<file path="src/bhiw_pkg.sv">
// shared constants and carrier types for the bridge header / io window bank
package bhiw_pkg;

   // ------------------------------------------------------------
   // register indices (word index; byte address is four times it)
   // ------------------------------------------------------------
   localparam logic [7:0] IDX_CLS = 8'h0c;
   localparam logic [7:0] IDX_UP_LAT = 8'h0d;
   localparam logic [7:0] IDX_HDR = 8'h0e;
   localparam logic [7:0] IDX_SELFTEST = 8'h0f;
   localparam logic [7:0] IDX_UNUSED0 = 8'h10;
   localparam logic [7:0] IDX_UNUSED1 = 8'h14;
   localparam logic [7:0] IDX_UP_BUS = 8'h18;
   localparam logic [7:0] IDX_DN_BUS = 8'h19;
   localparam logic [7:0] IDX_HI_BUS = 8'h1a;
   localparam logic [7:0] IDX_DN_LAT = 8'h1b;
   localparam logic [7:0] IDX_IO_LOW = 8'h1c;
   localparam logic [7:0] IDX_IO_HIGH = 8'h1d;

   // ------------------------------------------------------------
   // byte addresses on the bus
   // ------------------------------------------------------------
   localparam logic [7:0] ADDR_CLS = IDX_CLS << 2;
   localparam logic [7:0] ADDR_UP_LAT = IDX_UP_LAT << 2;
   localparam logic [7:0] ADDR_HDR = IDX_HDR << 2;
   localparam logic [7:0] ADDR_SELFTEST = IDX_SELFTEST << 2;
   localparam logic [7:0] ADDR_UNUSED0 = IDX_UNUSED0 << 2;
   localparam logic [7:0] ADDR_UNUSED1 = IDX_UNUSED1 << 2;
   localparam logic [7:0] ADDR_UP_BUS = IDX_UP_BUS << 2;
   localparam logic [7:0] ADDR_DN_BUS = IDX_DN_BUS << 2;
   localparam logic [7:0] ADDR_HI_BUS = IDX_HI_BUS << 2;
   localparam logic [7:0] ADDR_DN_LAT = IDX_DN_LAT << 2;
   localparam logic [7:0] ADDR_IO_LOW = IDX_IO_LOW << 2;
   localparam logic [7:0] ADDR_IO_HIGH = IDX_IO_HIGH << 2;

   // ------------------------------------------------------------
   // fields and reset values
   // ------------------------------------------------------------
   localparam int IO_CAP_BIT = 0;
   localparam int IO_ADDR_LSB = 4;
   localparam logic [7:0] RST_CLS = 8'h00;
   localparam logic [7:0] VAL_HDR = 8'h01;
   localparam logic [7:0] VAL_SELFTEST = 8'h00;
   localparam logic [7:0] VAL_LAT = 8'h00;
   localparam logic [31:0] VAL_UNUSED = 32'h0000_0000;
   localparam logic [7:0] RST_BUS = 8'h00;
   localparam logic io_addressing_capability_rst = 1'b1;
   localparam logic [3:0] RST_IO_LOW = 4'hf;
   localparam logic [3:0] RST_IO_HIGH = 4'h0;
   localparam logic [11:0] IO_LIMIT_FILL = 12'hfff;
   localparam logic [1:0] HTRANS_NONSEQ = 2'h2;

   // capability codes
   typedef enum logic {
      sixteen_bit_io = 1'b0,
      thirty_two_bit_io = 1'b1
   } bhiw_io_addressing_capability_t;

   // io transaction offered for a forwarding decision
   typedef struct packed {
      logic valid;
      logic [31:0] addr;
   } bhiw_io_req_t;

   // forwarding decision, one cycle after the request
   typedef struct packed {
      logic valid;
      logic hit;
   } bhiw_io_fwd_t;

endpackage

</file>
<file path="src/bhiw_regs.sv">
// bridge header registers and io window decode behind an ahb-lite slave
`timescale 1ns/1ps
`default_nettype none

module bhiw_regs
   import bhiw_pkg::*;
(
   // clock and reset
   input wire logic hclk,
   input wire logic hresetn,
   // ahb-lite slave
   input wire logic hsel,
   input wire logic [31:0] haddr,
   input wire logic [1:0] htrans,
   input wire logic hwrite,
   input wire logic [2:0] hsize,
   input wire logic [31:0] hwdata,
   input wire logic hready,
   output logic hreadyout,
   output logic hresp,
   output logic [31:0] hrdata,
   // io forwarding decision
   input wire bhiw_io_req_t io_req,
   output bhiw_io_fwd_t io_fwd
);

   // ------------------------------------------------------------
   // bus front end
   // ------------------------------------------------------------
   logic accept;
   logic wr_pend_r;
   logic [7:0] wr_addr_r;
   logic [31:0] rd_mux;
   logic wr_en;

   // zero wait states: every transfer ends in its first data cycle
   assign hreadyout = 1'b1;
   assign hresp = 1'b0;
   assign accept = hsel && htrans[1] && hready;
   assign wr_en = wr_pend_r;

   // remember a write address phase for the following data phase
   always_ff @(posedge hclk or negedge hresetn) begin
      if (!hresetn) begin
         wr_pend_r <= 1'b0;
         wr_addr_r <= 8'h00;
      end else begin
         wr_pend_r <= accept && hwrite;
         if (accept) begin
            wr_addr_r <= haddr[7:0];
         end
      end
   end

   // ------------------------------------------------------------
   // storage
   // ------------------------------------------------------------
   logic [7:0] cache_line_size_scratch_r;
   logic [7:0] upstream_bus_number_r;
   logic [7:0] downstream_bus_number_r;
   logic [7:0] highest_bus_behind_r;
   bhiw_io_addressing_capability_t io_addressing_capability_r;
   logic [3:0] io_window_low_r;
   logic [3:0] io_window_high_r;

   // scratch and bus numbers: stored only, nothing downstream reads them
   always_ff @(posedge hclk or negedge hresetn) begin
      if (!hresetn) begin
         cache_line_size_scratch_r <= RST_CLS;
         upstream_bus_number_r <= RST_BUS;
         downstream_bus_number_r <= RST_BUS;
         highest_bus_behind_r <= RST_BUS;
      end else if (wr_en) begin
         if (wr_addr_r == ADDR_CLS) begin
            cache_line_size_scratch_r <= hwdata[7:0];
         end
         if (wr_addr_r == ADDR_UP_BUS) begin
            upstream_bus_number_r <= hwdata[7:0];
         end
         if (wr_addr_r == ADDR_DN_BUS) begin
            downstream_bus_number_r <= hwdata[7:0];
         end
         if (wr_addr_r == ADDR_HI_BUS) begin
            highest_bus_behind_r <= hwdata[7:0];
         end
      end
   end

   // io window bytes; reserved bits and the limit copy are not stored
   always_ff @(posedge hclk or negedge hresetn) begin
      if (!hresetn) begin
         io_addressing_capability_r <= thirty_two_bit_io;
         io_window_low_r <= RST_IO_LOW;
         io_window_high_r <= RST_IO_HIGH;
      end else if (wr_en) begin
         if (wr_addr_r == ADDR_IO_LOW) begin
            io_addressing_capability_r <=
               bhiw_io_addressing_capability_t'(hwdata[IO_CAP_BIT]);
            io_window_low_r <= hwdata[7:4];
         end
         if (wr_addr_r == ADDR_IO_HIGH) begin
            io_window_high_r <= hwdata[7:4];
         end
      end
   end

   // ------------------------------------------------------------
   // read path
   // ------------------------------------------------------------
   // read-only words are constants; writes to them fall through above
   always_comb begin
      rd_mux = 32'h0000_0000;
      unique case (haddr[7:0])
         ADDR_CLS: rd_mux = {24'h000000, cache_line_size_scratch_r};
         ADDR_UP_LAT: rd_mux = {24'h000000, VAL_LAT};
         ADDR_HDR: rd_mux = {24'h000000, VAL_HDR};
         ADDR_SELFTEST: rd_mux = {24'h000000, VAL_SELFTEST};
         ADDR_UNUSED0: rd_mux = VAL_UNUSED;
         ADDR_UNUSED1: rd_mux = VAL_UNUSED;
         ADDR_UP_BUS: rd_mux = {24'h000000, upstream_bus_number_r};
         ADDR_DN_BUS: rd_mux = {24'h000000, downstream_bus_number_r};
         ADDR_HI_BUS: rd_mux = {24'h000000, highest_bus_behind_r};
         ADDR_DN_LAT: rd_mux = {24'h000000, VAL_LAT};
         ADDR_IO_LOW: rd_mux = {24'h000000, io_window_low_r, 3'h0,
            io_addressing_capability_r};
         ADDR_IO_HIGH: rd_mux = {24'h000000, io_window_high_r, 3'h0,
            io_addressing_capability_r};
         default: rd_mux = 32'h0000_0000;
      endcase
   end

   // read data is sampled at the address phase; safe because a single
   // transfer master never overlaps a write data phase with a read
   always_ff @(posedge hclk or negedge hresetn) begin
      if (!hresetn) begin
         hrdata <= 32'h0000_0000;
      end else if (accept && !hwrite) begin
         hrdata <= rd_mux;
      end
   end

   // ------------------------------------------------------------
   // io window decode
   // ------------------------------------------------------------
   logic win_hit;
   logic upper_ok;

   // in 16-bit mode the upper address half is not decoded; in 32-bit mode
   // the upper base and limit halves are zero, so the upper half must be
   assign upper_ok = (io_addressing_capability_r == sixteen_bit_io) ||
      (io_req.addr[31:16] == 16'h0000);
   // inclusive compare on A15:12; base above limit never matches
   assign win_hit = upper_ok &&
      (io_req.addr[15:12] >= io_window_low_r) &&
      (io_req.addr[15:12] <= io_window_high_r);

   // decision is registered, one cycle after the request
   always_ff @(posedge hclk or negedge hresetn) begin
      if (!hresetn) begin
         io_fwd <= '0;
      end else begin
         io_fwd.valid <= io_req.valid;
         io_fwd.hit <= io_req.valid && win_hit;
      end
   end

   // ------------------------------------------------------------
   // checks
   // ------------------------------------------------------------
   chk_cls_write: assert property (@(posedge hclk) disable iff (!hresetn)
      wr_en && wr_addr_r == ADDR_CLS |=>
      cache_line_size_scratch_r == $past(hwdata[7:0]))
      else $error("cache line byte not stored");

   chk_hdr_const: assert property (@(posedge hclk) disable iff (!hresetn)
      accept && !hwrite && haddr[7:0] == ADDR_HDR |=>
      hrdata == 32'h0000_0001)
      else $error("header type read wrong");

   chk_selftest_zero: assert property (@(posedge hclk)
      disable iff (!hresetn)
      accept && !hwrite && haddr[7:0] == ADDR_SELFTEST |=>
      hrdata == 32'h0000_0000)
      else $error("self-test byte not zero");

   chk_latency_zero: assert property (@(posedge hclk)
      disable iff (!hresetn)
      accept && !hwrite && (haddr[7:0] == ADDR_UP_LAT ||
      haddr[7:0] == ADDR_DN_LAT) |=> hrdata == 32'h0000_0000)
      else $error("latency timer not zero");

   chk_unused_zero: assert property (@(posedge hclk) disable iff (!hresetn)
      accept && !hwrite && (haddr[7:0] == ADDR_UNUSED0 ||
      haddr[7:0] == ADDR_UNUSED1) |=> hrdata == 32'h0000_0000)
      else $error("unused base word not zero");

   chk_bus_numbers: assert property (@(posedge hclk)
      disable iff (!hresetn)
      wr_en && wr_addr_r == ADDR_UP_BUS ##1 !wr_en |->
      upstream_bus_number_r == $past(hwdata[7:0]))
      else $error("upstream bus number lost");

   chk_dn_bus: assert property (@(posedge hclk) disable iff (!hresetn)
      wr_en && wr_addr_r == ADDR_DN_BUS |=>
      downstream_bus_number_r == $past(hwdata[7:0]))
      else $error("downstream bus number not stored");

   chk_hi_bus: assert property (@(posedge hclk) disable iff (!hresetn)
      !(wr_en && wr_addr_r == ADDR_HI_BUS) |=>
      $stable(highest_bus_behind_r))
      else $error("highest bus changed without write");

   chk_cap_write: assert property (@(posedge hclk) disable iff (!hresetn)
      wr_en && wr_addr_r == ADDR_IO_LOW |=>
      io_addressing_capability_r == $past(hwdata[0]))
      else $error("capability bit not stored");

   chk_limit_mirror: assert property (@(posedge hclk)
      disable iff (!hresetn)
      accept && !hwrite && haddr[7:0] == ADDR_IO_HIGH |=>
      hrdata[0] == io_addressing_capability_r &&
      hrdata[3:1] == 3'h0)
      else $error("limit bit zero does not mirror");

   chk_base_write: assert property (@(posedge hclk) disable iff (!hresetn)
      wr_en && wr_addr_r == ADDR_IO_LOW |=>
      io_window_low_r == $past(hwdata[7:4]))
      else $error("io base not stored");

   chk_limit_write: assert property (@(posedge hclk)
      disable iff (!hresetn)
      wr_en && wr_addr_r == ADDR_IO_HIGH |=>
      io_window_high_r == $past(hwdata[7:4]))
      else $error("io limit not stored");

   chk_fwd_decide: assert property (@(posedge hclk) disable iff (!hresetn)
      io_req.valid && upper_ok &&
      io_req.addr[15:12] == io_window_low_r &&
      io_window_low_r <= io_window_high_r |=> io_fwd.hit)
      else $error("base address not forwarded");

   chk_empty_window: assert property (@(posedge hclk)
      disable iff (!hresetn)
      io_window_low_r > io_window_high_r |=> !io_fwd.hit)
      else $error("hit in an empty window");

   // ------------------------------------------------------------
   // read-back, hold and decode edge checks
   // ------------------------------------------------------------
   // read-back uses $past so a late write to another word cannot mask it;
   // hold checks catch a stray write enable decoding the wrong address
   chk_upper_zero: assert property (@(posedge hclk)
      disable iff (!hresetn)
      accept && !hwrite && haddr[7:0] != ADDR_UNUSED0 &&
      haddr[7:0] != ADDR_UNUSED1 |=> hrdata[31:8] == 24'h000000)
      else $error("byte register upper bits not zero");

   chk_cls_read: assert property (@(posedge hclk)
      disable iff (!hresetn)
      accept && !hwrite && haddr[7:0] == ADDR_CLS |=>
      hrdata[7:0] == $past(cache_line_size_scratch_r))
      else $error("cache line byte read wrong");

   chk_cls_hold: assert property (@(posedge hclk)
      disable iff (!hresetn)
      !(wr_en && wr_addr_r == ADDR_CLS) |=>
      $stable(cache_line_size_scratch_r))
      else $error("cache line byte changed without write");

   chk_up_read: assert property (@(posedge hclk)
      disable iff (!hresetn)
      accept && !hwrite && haddr[7:0] == ADDR_UP_BUS |=>
      hrdata[7:0] == $past(upstream_bus_number_r))
      else $error("upstream bus number read wrong");

   chk_up_hold: assert property (@(posedge hclk)
      disable iff (!hresetn)
      !(wr_en && wr_addr_r == ADDR_UP_BUS) |=>
      $stable(upstream_bus_number_r))
      else $error("upstream bus number changed without write");

   chk_dn_read: assert property (@(posedge hclk)
      disable iff (!hresetn)
      accept && !hwrite && haddr[7:0] == ADDR_DN_BUS |=>
      hrdata[7:0] == $past(downstream_bus_number_r))
      else $error("downstream bus number read wrong");

   chk_dn_hold: assert property (@(posedge hclk)
      disable iff (!hresetn)
      !(wr_en && wr_addr_r == ADDR_DN_BUS) |=>
      $stable(downstream_bus_number_r))
      else $error("downstream bus number changed without write");

   chk_hi_read: assert property (@(posedge hclk)
      disable iff (!hresetn)
      accept && !hwrite && haddr[7:0] == ADDR_HI_BUS |=>
      hrdata[7:0] == $past(highest_bus_behind_r))
      else $error("highest bus number read wrong");

   chk_low_read: assert property (@(posedge hclk)
      disable iff (!hresetn)
      accept && !hwrite && haddr[7:0] == ADDR_IO_LOW |=>
      hrdata[7:0] == {$past(io_window_low_r), 3'h0,
      $past(io_addressing_capability_r)}) else $error("io base read wrong");

   chk_low_hold: assert property (@(posedge hclk)
      disable iff (!hresetn)
      !(wr_en && wr_addr_r == ADDR_IO_LOW) |=>
      $stable(io_addressing_capability_r) && $stable(io_window_low_r))
      else $error("io base changed without write");

   chk_high_read: assert property (@(posedge hclk)
      disable iff (!hresetn)
      accept && !hwrite && haddr[7:0] == ADDR_IO_HIGH |=>
      hrdata[7:4] == $past(io_window_high_r))
      else $error("io limit read wrong");

   chk_high_hold: assert property (@(posedge hclk)
      disable iff (!hresetn)
      !(wr_en && wr_addr_r == ADDR_IO_HIGH) |=>
      $stable(io_window_high_r))
      else $error("io limit changed without write");

   chk_fwd_valid: assert property (@(posedge hclk)
      disable iff (!hresetn)
      io_req.valid |=>
      io_fwd.valid)
      else $error("forwarding decision missing");

   chk_fwd_idle: assert property (@(posedge hclk)
      disable iff (!hresetn)
      !io_req.valid |=>
      !io_fwd.valid && !io_fwd.hit)
      else $error("forwarding decision without request");

   chk_fwd_below: assert property (@(posedge hclk)
      disable iff (!hresetn)
      io_req.valid && io_req.addr[15:12] < io_window_low_r |=>
      !io_fwd.hit)
      else $error("hit below the io base");

   chk_fwd_above: assert property (@(posedge hclk)
      disable iff (!hresetn)
      io_req.valid && io_req.addr[15:12] > io_window_high_r |=>
      !io_fwd.hit)
      else $error("hit above the io limit");

   chk_fwd_upper: assert property (@(posedge hclk)
      disable iff (!hresetn)
      io_req.valid && io_addressing_capability_r == thirty_two_bit_io &&
      io_req.addr[31:16] != 16'h0000 |=> !io_fwd.hit)
      else $error("hit with upper address bits set");

endmodule

`default_nettype wire

</file>
<file path="config.mk">
export PLATFORM = sky130hd
export DESIGN_NAME = bhiw_regs
export DESIGN_NICKNAME = d
export VERILOG_FILES = /design/src/bhiw_pkg.sv /design/src/bhiw_regs.sv
export SDC_FILE = /design/constraint.sdc
export NUM_CORES = 1
export LEC_CHECK = 0
export BUFFER_PORTS_ARGS = -buffer_cell sky130_fd_sc_hd__buf_2
export CORE_ASPECT_RATIO = 1.75
export CORE_MARGIN = 1.5
export CORE_UTILIZATION = 47
export DETAILED_ROUTE_END_ITERATION = 10
export GPL_TIMING_DRIVEN = 0
export PLACE_DENSITY = 0.88
export SLEW_MARGIN = 20
export SYNTH_ARGS = -nofsm -noshare
export SYNTH_HDL_FRONTEND = slang
export SYNTH_SLANG_ARGS = --single-unit
</file>
<file path="constraint.sdc">
create_clock -name hclk -period 2.41 [get_ports hclk]
set_input_delay 0.241 -clock hclk [delete_from_list [all_inputs] [get_ports hclk]]
set_output_delay 0.241 -clock hclk [all_outputs]
set_load 0.05 [all_outputs]
</file>
# Yosys cells after proc, flatten, opt, wreduce, memory -nomap -nowiden
# Cells that the tools add are included.
[word_totals] reg_bits=84 in_bits=107 out_inout_bits=36 wordCells=45
[classes] order_cmp=2 n_eq_ne=13 muxes=1 bitwise_logic=1 reduce_logical=16
[ops] op="$eq 8x7->1 const B" count=10
[ops] op="$pmux 8 s7" count=1
[ops] op="$eq 8x6->1 const B" count=3
[ops] op="$logic_not 16->1" count=1
[ops] op="$reduce_and 2->1" count=6
[ops] op="$logic_and 1x1->1" count=7
[ops] op="$ge 4x4->1" count=1
[ops] op="$le 4x4->1" count=1
[ops] op="$logic_not 1->1" count=1
[ops] op="$logic_or 1x1->1" count=1
[ops] op="$not 1->1" count=1

# Depth between registers and ports, before layout
[logic_depth] word_depth=5 ltp_mapped=7 depth_no_buf=7

# Worst setup path before layout
# OpenSTA, ideal clock, no wires.
[synth_path] kind="register to register" from="register wr_addr_r[7]" to="register highest_bus_behind_r[0]" setup_ns=0.125 arrival_ns=1.599 t_required_ns=2.285 path_slack_ns=0.686 path_stages_with_launch=7 path_buffers=1 path_cell_list="dfrtp_1 > nor2b_2 > and3b_1 > inv_1 > or4_1 > buf_2 > mux2_2"
[synth_via] elab_chain_len=2
[synth_rtl] element="from (decl)" line="bhiw_regs.sv:32" source="logic [7:0] wr_addr_r;"
[synth_rtl] element="from (signal assigned)" line="bhiw_regs.sv:50" source="wr_addr_r <= haddr[7:0];"
[synth_rtl] element="$eq 8x7->1" line="bhiw_regs.sv:83" source="if (wr_addr_r == ADDR_HI_BUS) begin"
[synth_rtl] element="$reduce_and 2->1 (no source line)"
[synth_rtl] element="to (signal assigned)" line="bhiw_regs.sv:84" source="highest_bus_behind_r <= hwdata[7:0];"
[synth_rtl] element="to (decl)" line="bhiw_regs.sv:61" source="logic [7:0] highest_bus_behind_r;"
# Every way passes these cells.
# A chain may end at the register's enable or synchronous reset.

# Worst setup path after layout
[layout_path] from="register wr_addr_r[1]" to="register cache_line_size_scratch_r[1]"
[layout_via] elab_chain_len=2
[layout_rtl] element="$eq 8x6->1" line="bhiw_regs.sv:74" source="if (wr_addr_r == ADDR_CLS) begin"
[layout_rtl] element="$reduce_and 2->1 (no source line)"
[layout_rtl] element="to (signal assigned)" line="bhiw_regs.sv:75" source="cache_line_size_scratch_r <= hwdata[7:0];"
[layout_rtl] element="to (decl)" line="bhiw_regs.sv:58" source="logic [7:0] cache_line_size_scratch_r;"
# Every way passes these cells.

==> summary.txt <==
Drt
  – Wirelength, routed: 7200 µm
  – Residual DRC: 0
  – Post-route ant nets: 0
  – Drt first pass iters: 4
  – Via count: between 2000 and 2500
  – Initial drt markers: 60
  – Via density: 5.43
  – WL/cell: 16.3 µm

STA
  – Final min period: 2.00 ns
  – Final Max Tran Viols: 0
  – Slew at the pin closest to its max-slew limit: 0.746 ns
  – Worst hold slack: -0.0188 ns
  – Worst slew margin: 0.503
  – Fin. Hold Viols: 16
  – Final setup viols: 0
  – RSZ-0062 raised after global routing: false
  – Setup WS post-layout: 0.409 ns
  – Period utilization: 0.830
  – Post-Route Setup TNS: 0 ns
  – Achievable frequency: 500 MHz
  – Clock Skew: 0.00862 ns

Placed design
  – Hpwl dp: roughly 5200 µm
  – Port Buf Inserts: 50
  – RD Place Congestion: 0.823
  – Placed insts: approximately 430
  – Placed Area: 3600 µm²
  – Post-Place Setup Slack: 0.440 ns

Critical path
  – Critical Path RT: 2.61 ns
  – Critical Path Stages: 5
  – Kind of cell adding the most delay to the critical path: simple AND/OR/NAND/NOR gates
  – CP startpoint: wr_addr_r[1]
  – CP Capture Point: cache_line_size_scratch_r[1]
  – Buf/Inv on CP: 0
  – Worst setup EP type: flop
  – CP Class: flop to flop
  – CP startpoint kind: flop
  – R2R setup slack: around 0.4 ns
  – Crit-path max FO: 8
  – WP data arrival: 2.20 ns
  – Worst path cell trace: nor2_1, nand2_1, or3_1, nor3_4, mux2_2
  – R2R depth: 5
  – CP max stage cell: nor3_4
  – Reg-to-Reg Start: wr_addr_r[1]
  – Max incr delay on CP: ~0.50 ns
  – Worst r2r dst: cache_line_size_scratch_r[1]

Finish
  – Filler cells: 539
  – ANT cells: 0
  – Post-route design area: 3890 µm²
  – Layout overhead on the synthesized area: 23.6%
  – Final Util: 0.600
  – Fraction of layout cells with a size suffix above 1: 0.436
  – Area occupied by multi-input gates: approximately 1400 µm²
  – Sequential Area: 1510 µm²
  – Layout Nets: 470
  – Finished Layout Cells: 442

GRT
  – Met2 Use GR: 0.373
  – Largest net degree at the start of global routing: 61
  – Met1 usage: 0.222
  – First-pass GRT wire length: 11500 µm
  – GRT Total Usage: 0.213
  – Global route hottest layer: met2
  – Vias in the first global route: 2413
  – GRT Residual Overflow: 0
  – Initial antenna violation count: 0
  – Met3 Use GR: 0.0505

Floorplan
  – Initial Util: 0.486
  – Core ar.: 6490 µm²
  – Top Ports: 143
  – Die height: approximately 110 µm
  – Die width: 64.9 µm
  – Site Rows: 39
  – Die area: 7230 µm²

Outcome
  – Failing checks: negative hold slack
  – Status: finished, violations left

Pwr
  – Cell area power density: 702 nW/µm²
  – Pleak: 1.89 nW
  – Total power: 2.73 mW
  – Maximum vdd drop: ~0.66 mV

Synthesis
  – EDFF count, synth: 0
  – Post-synth cell types: 42
  – Syn Inst Count: 270
  – Sequential share of the synthesized area: 0.478
  – Top_reg_cell synth: dfrtp_1
  – Syn avg cell area: 11.7 µm²
  – Syn. warnings: 0
  – Yosys reg bits: 60
  – Mapped Area: ~3200 µm²
  – Async set-reset flop share out of synthesis: 1.00

Clock network
  – Number of H-tree levels: 3
  – Root Buffer: clkbuf_16
  – CTS tree: yes
  – CTS hold repair buffers: 0
  – Postcts setup bufs: 0
  – CTS Buf Count: 9
  – Latest clock arrival within the worst-skew pair: approximately 0.32 ns
  – Clk buf depth: 2
  – Reg clk slew, reported paths: 0.05 ns
  – Clock Sinks: 60
  – Cts repair resizes: 0

Job
  – # Max-Cap Violations: 0

Worst hold path
  – Worst Hold Class: primary input to async pin
==> metal layers <==
metal / up-vias / wire length [µm]
met3: 21 / 464
met2: 103 / 3870
met5: - / 0
met1: 1178 / 2580
met4: 0 / 284
li1: 1096 / -
==> worst reg2reg max path: cells and delay by family, from the launching register on <==
kind	cells	cell delay (ns)
simple gates	4	1.11
mux	1	0.40
flops	1	0.37
==> Yosys cell counts (3+ instances only) <==
library cell | number | area share
a21oi_1 | 5 | 0.0079
a22o_1 | 12 | 0.033
a22oi_1 | 5 | 0.012
buf_2 | 3 | 0.0048
buf_4 | 27 | 0.064
clkbuf_1 | 4 | 0.0048
dfrtp_1 | 55 | 0.44
dfstp_2 | 5 | 0.042
ha_1 | 8 | 0.032
inv_1 | 13 | 0.015
mux2_2 | 50 | 0.18
nand2_1 | 14 | 0.017
nand3_1 | 3 | 0.0048
nor2_1 | 9 | 0.011
nor2b_1 | 5 | 0.0099
nor4_1 | 4 | 0.0079
o21ai_0 | 12 | 0.019
==> cell families after synthesis <==
kind of cell	Yosys count	share of synthesized area
DFF	60	0.478
and+or+nand+nor	55	0.104
muxes	52	0.185
buffers and inverters	48	0.0905
AOI/OAI and AO/OA	45	0.108
adders and majority gates	8	0.0318
other	2	0.00238
==> cells in the final DEF, fill, tap and decap left out, types with 2 or more instances in the layout <==
master / count
nor2_1: 9
clkbuf_16: 9
inv_1: 13
clkbuf_8: 2
clkbuf_1: 8
a21o_1: 2
nand2b_1: 2
buf_4: 28
buf_2: 52
a21oi_1: 5
conb_1: 26
a22oi_1: 5
nor3_1: 2
or4b_1: 2
a22o_1: 12
nor4_1: 4
ha_1: 8
mux2i_1: 2
nand2_1: 14
dfrtp_1: 55
nor3_2: 2
nor2b_1: 5
nand3_1: 3
nand4_1: 2
a221o_2: 2
and3b_1: 2
dfstp_2: 5
o21ai_0: 12
mux2_2: 50
a221oi_1: 2
==> layout make-up <==
class	instances	share of cell area
flip-flops and latches	60	0.387
multi-input cells	186	0.372
clock buffers	15	0.0687
repair buffers	50	0.0649
plain buffers	35	0.0607
well taps	82	0.0263
inverters	13	0.0125
clock inverters	1	0.00771
==> worst min-delay path by stage <==
stage,end,from
global placement,io_fwd[1],io_req[32]
detailed placement,hrdata[7],hresetn
finish,hrdata[7],hresetn
CTS,hrdata[7],hresetn
floorplan,cache_line_size_scratch_r[0],hresetn
global route,io_fwd[1],io_req[32]
==> power by group <==
| part | internal, mW | switching (mW) |
|---|---|---|
| Clock | 0.857 | 0.416 |
| Combinational | 0.132 | 0.222 |
| Sequential | 1.07 | 0.0380 |
==> state kept, by name, indices dropped and copies added, names as in the netlist <==
signal,cells
wr_addr_r,8
cache_line_size_scratch_r,8
io_fwd,2
io_window_low_r,4
hrdata,8
io_addressing_capability_r,1
highest_bus_behind_r,8
downstream_bus_number_r,8
wr_en,1
io_window_high_r,4
upstream_bus_number_r,8
Power figures use the tool's default switching activity.
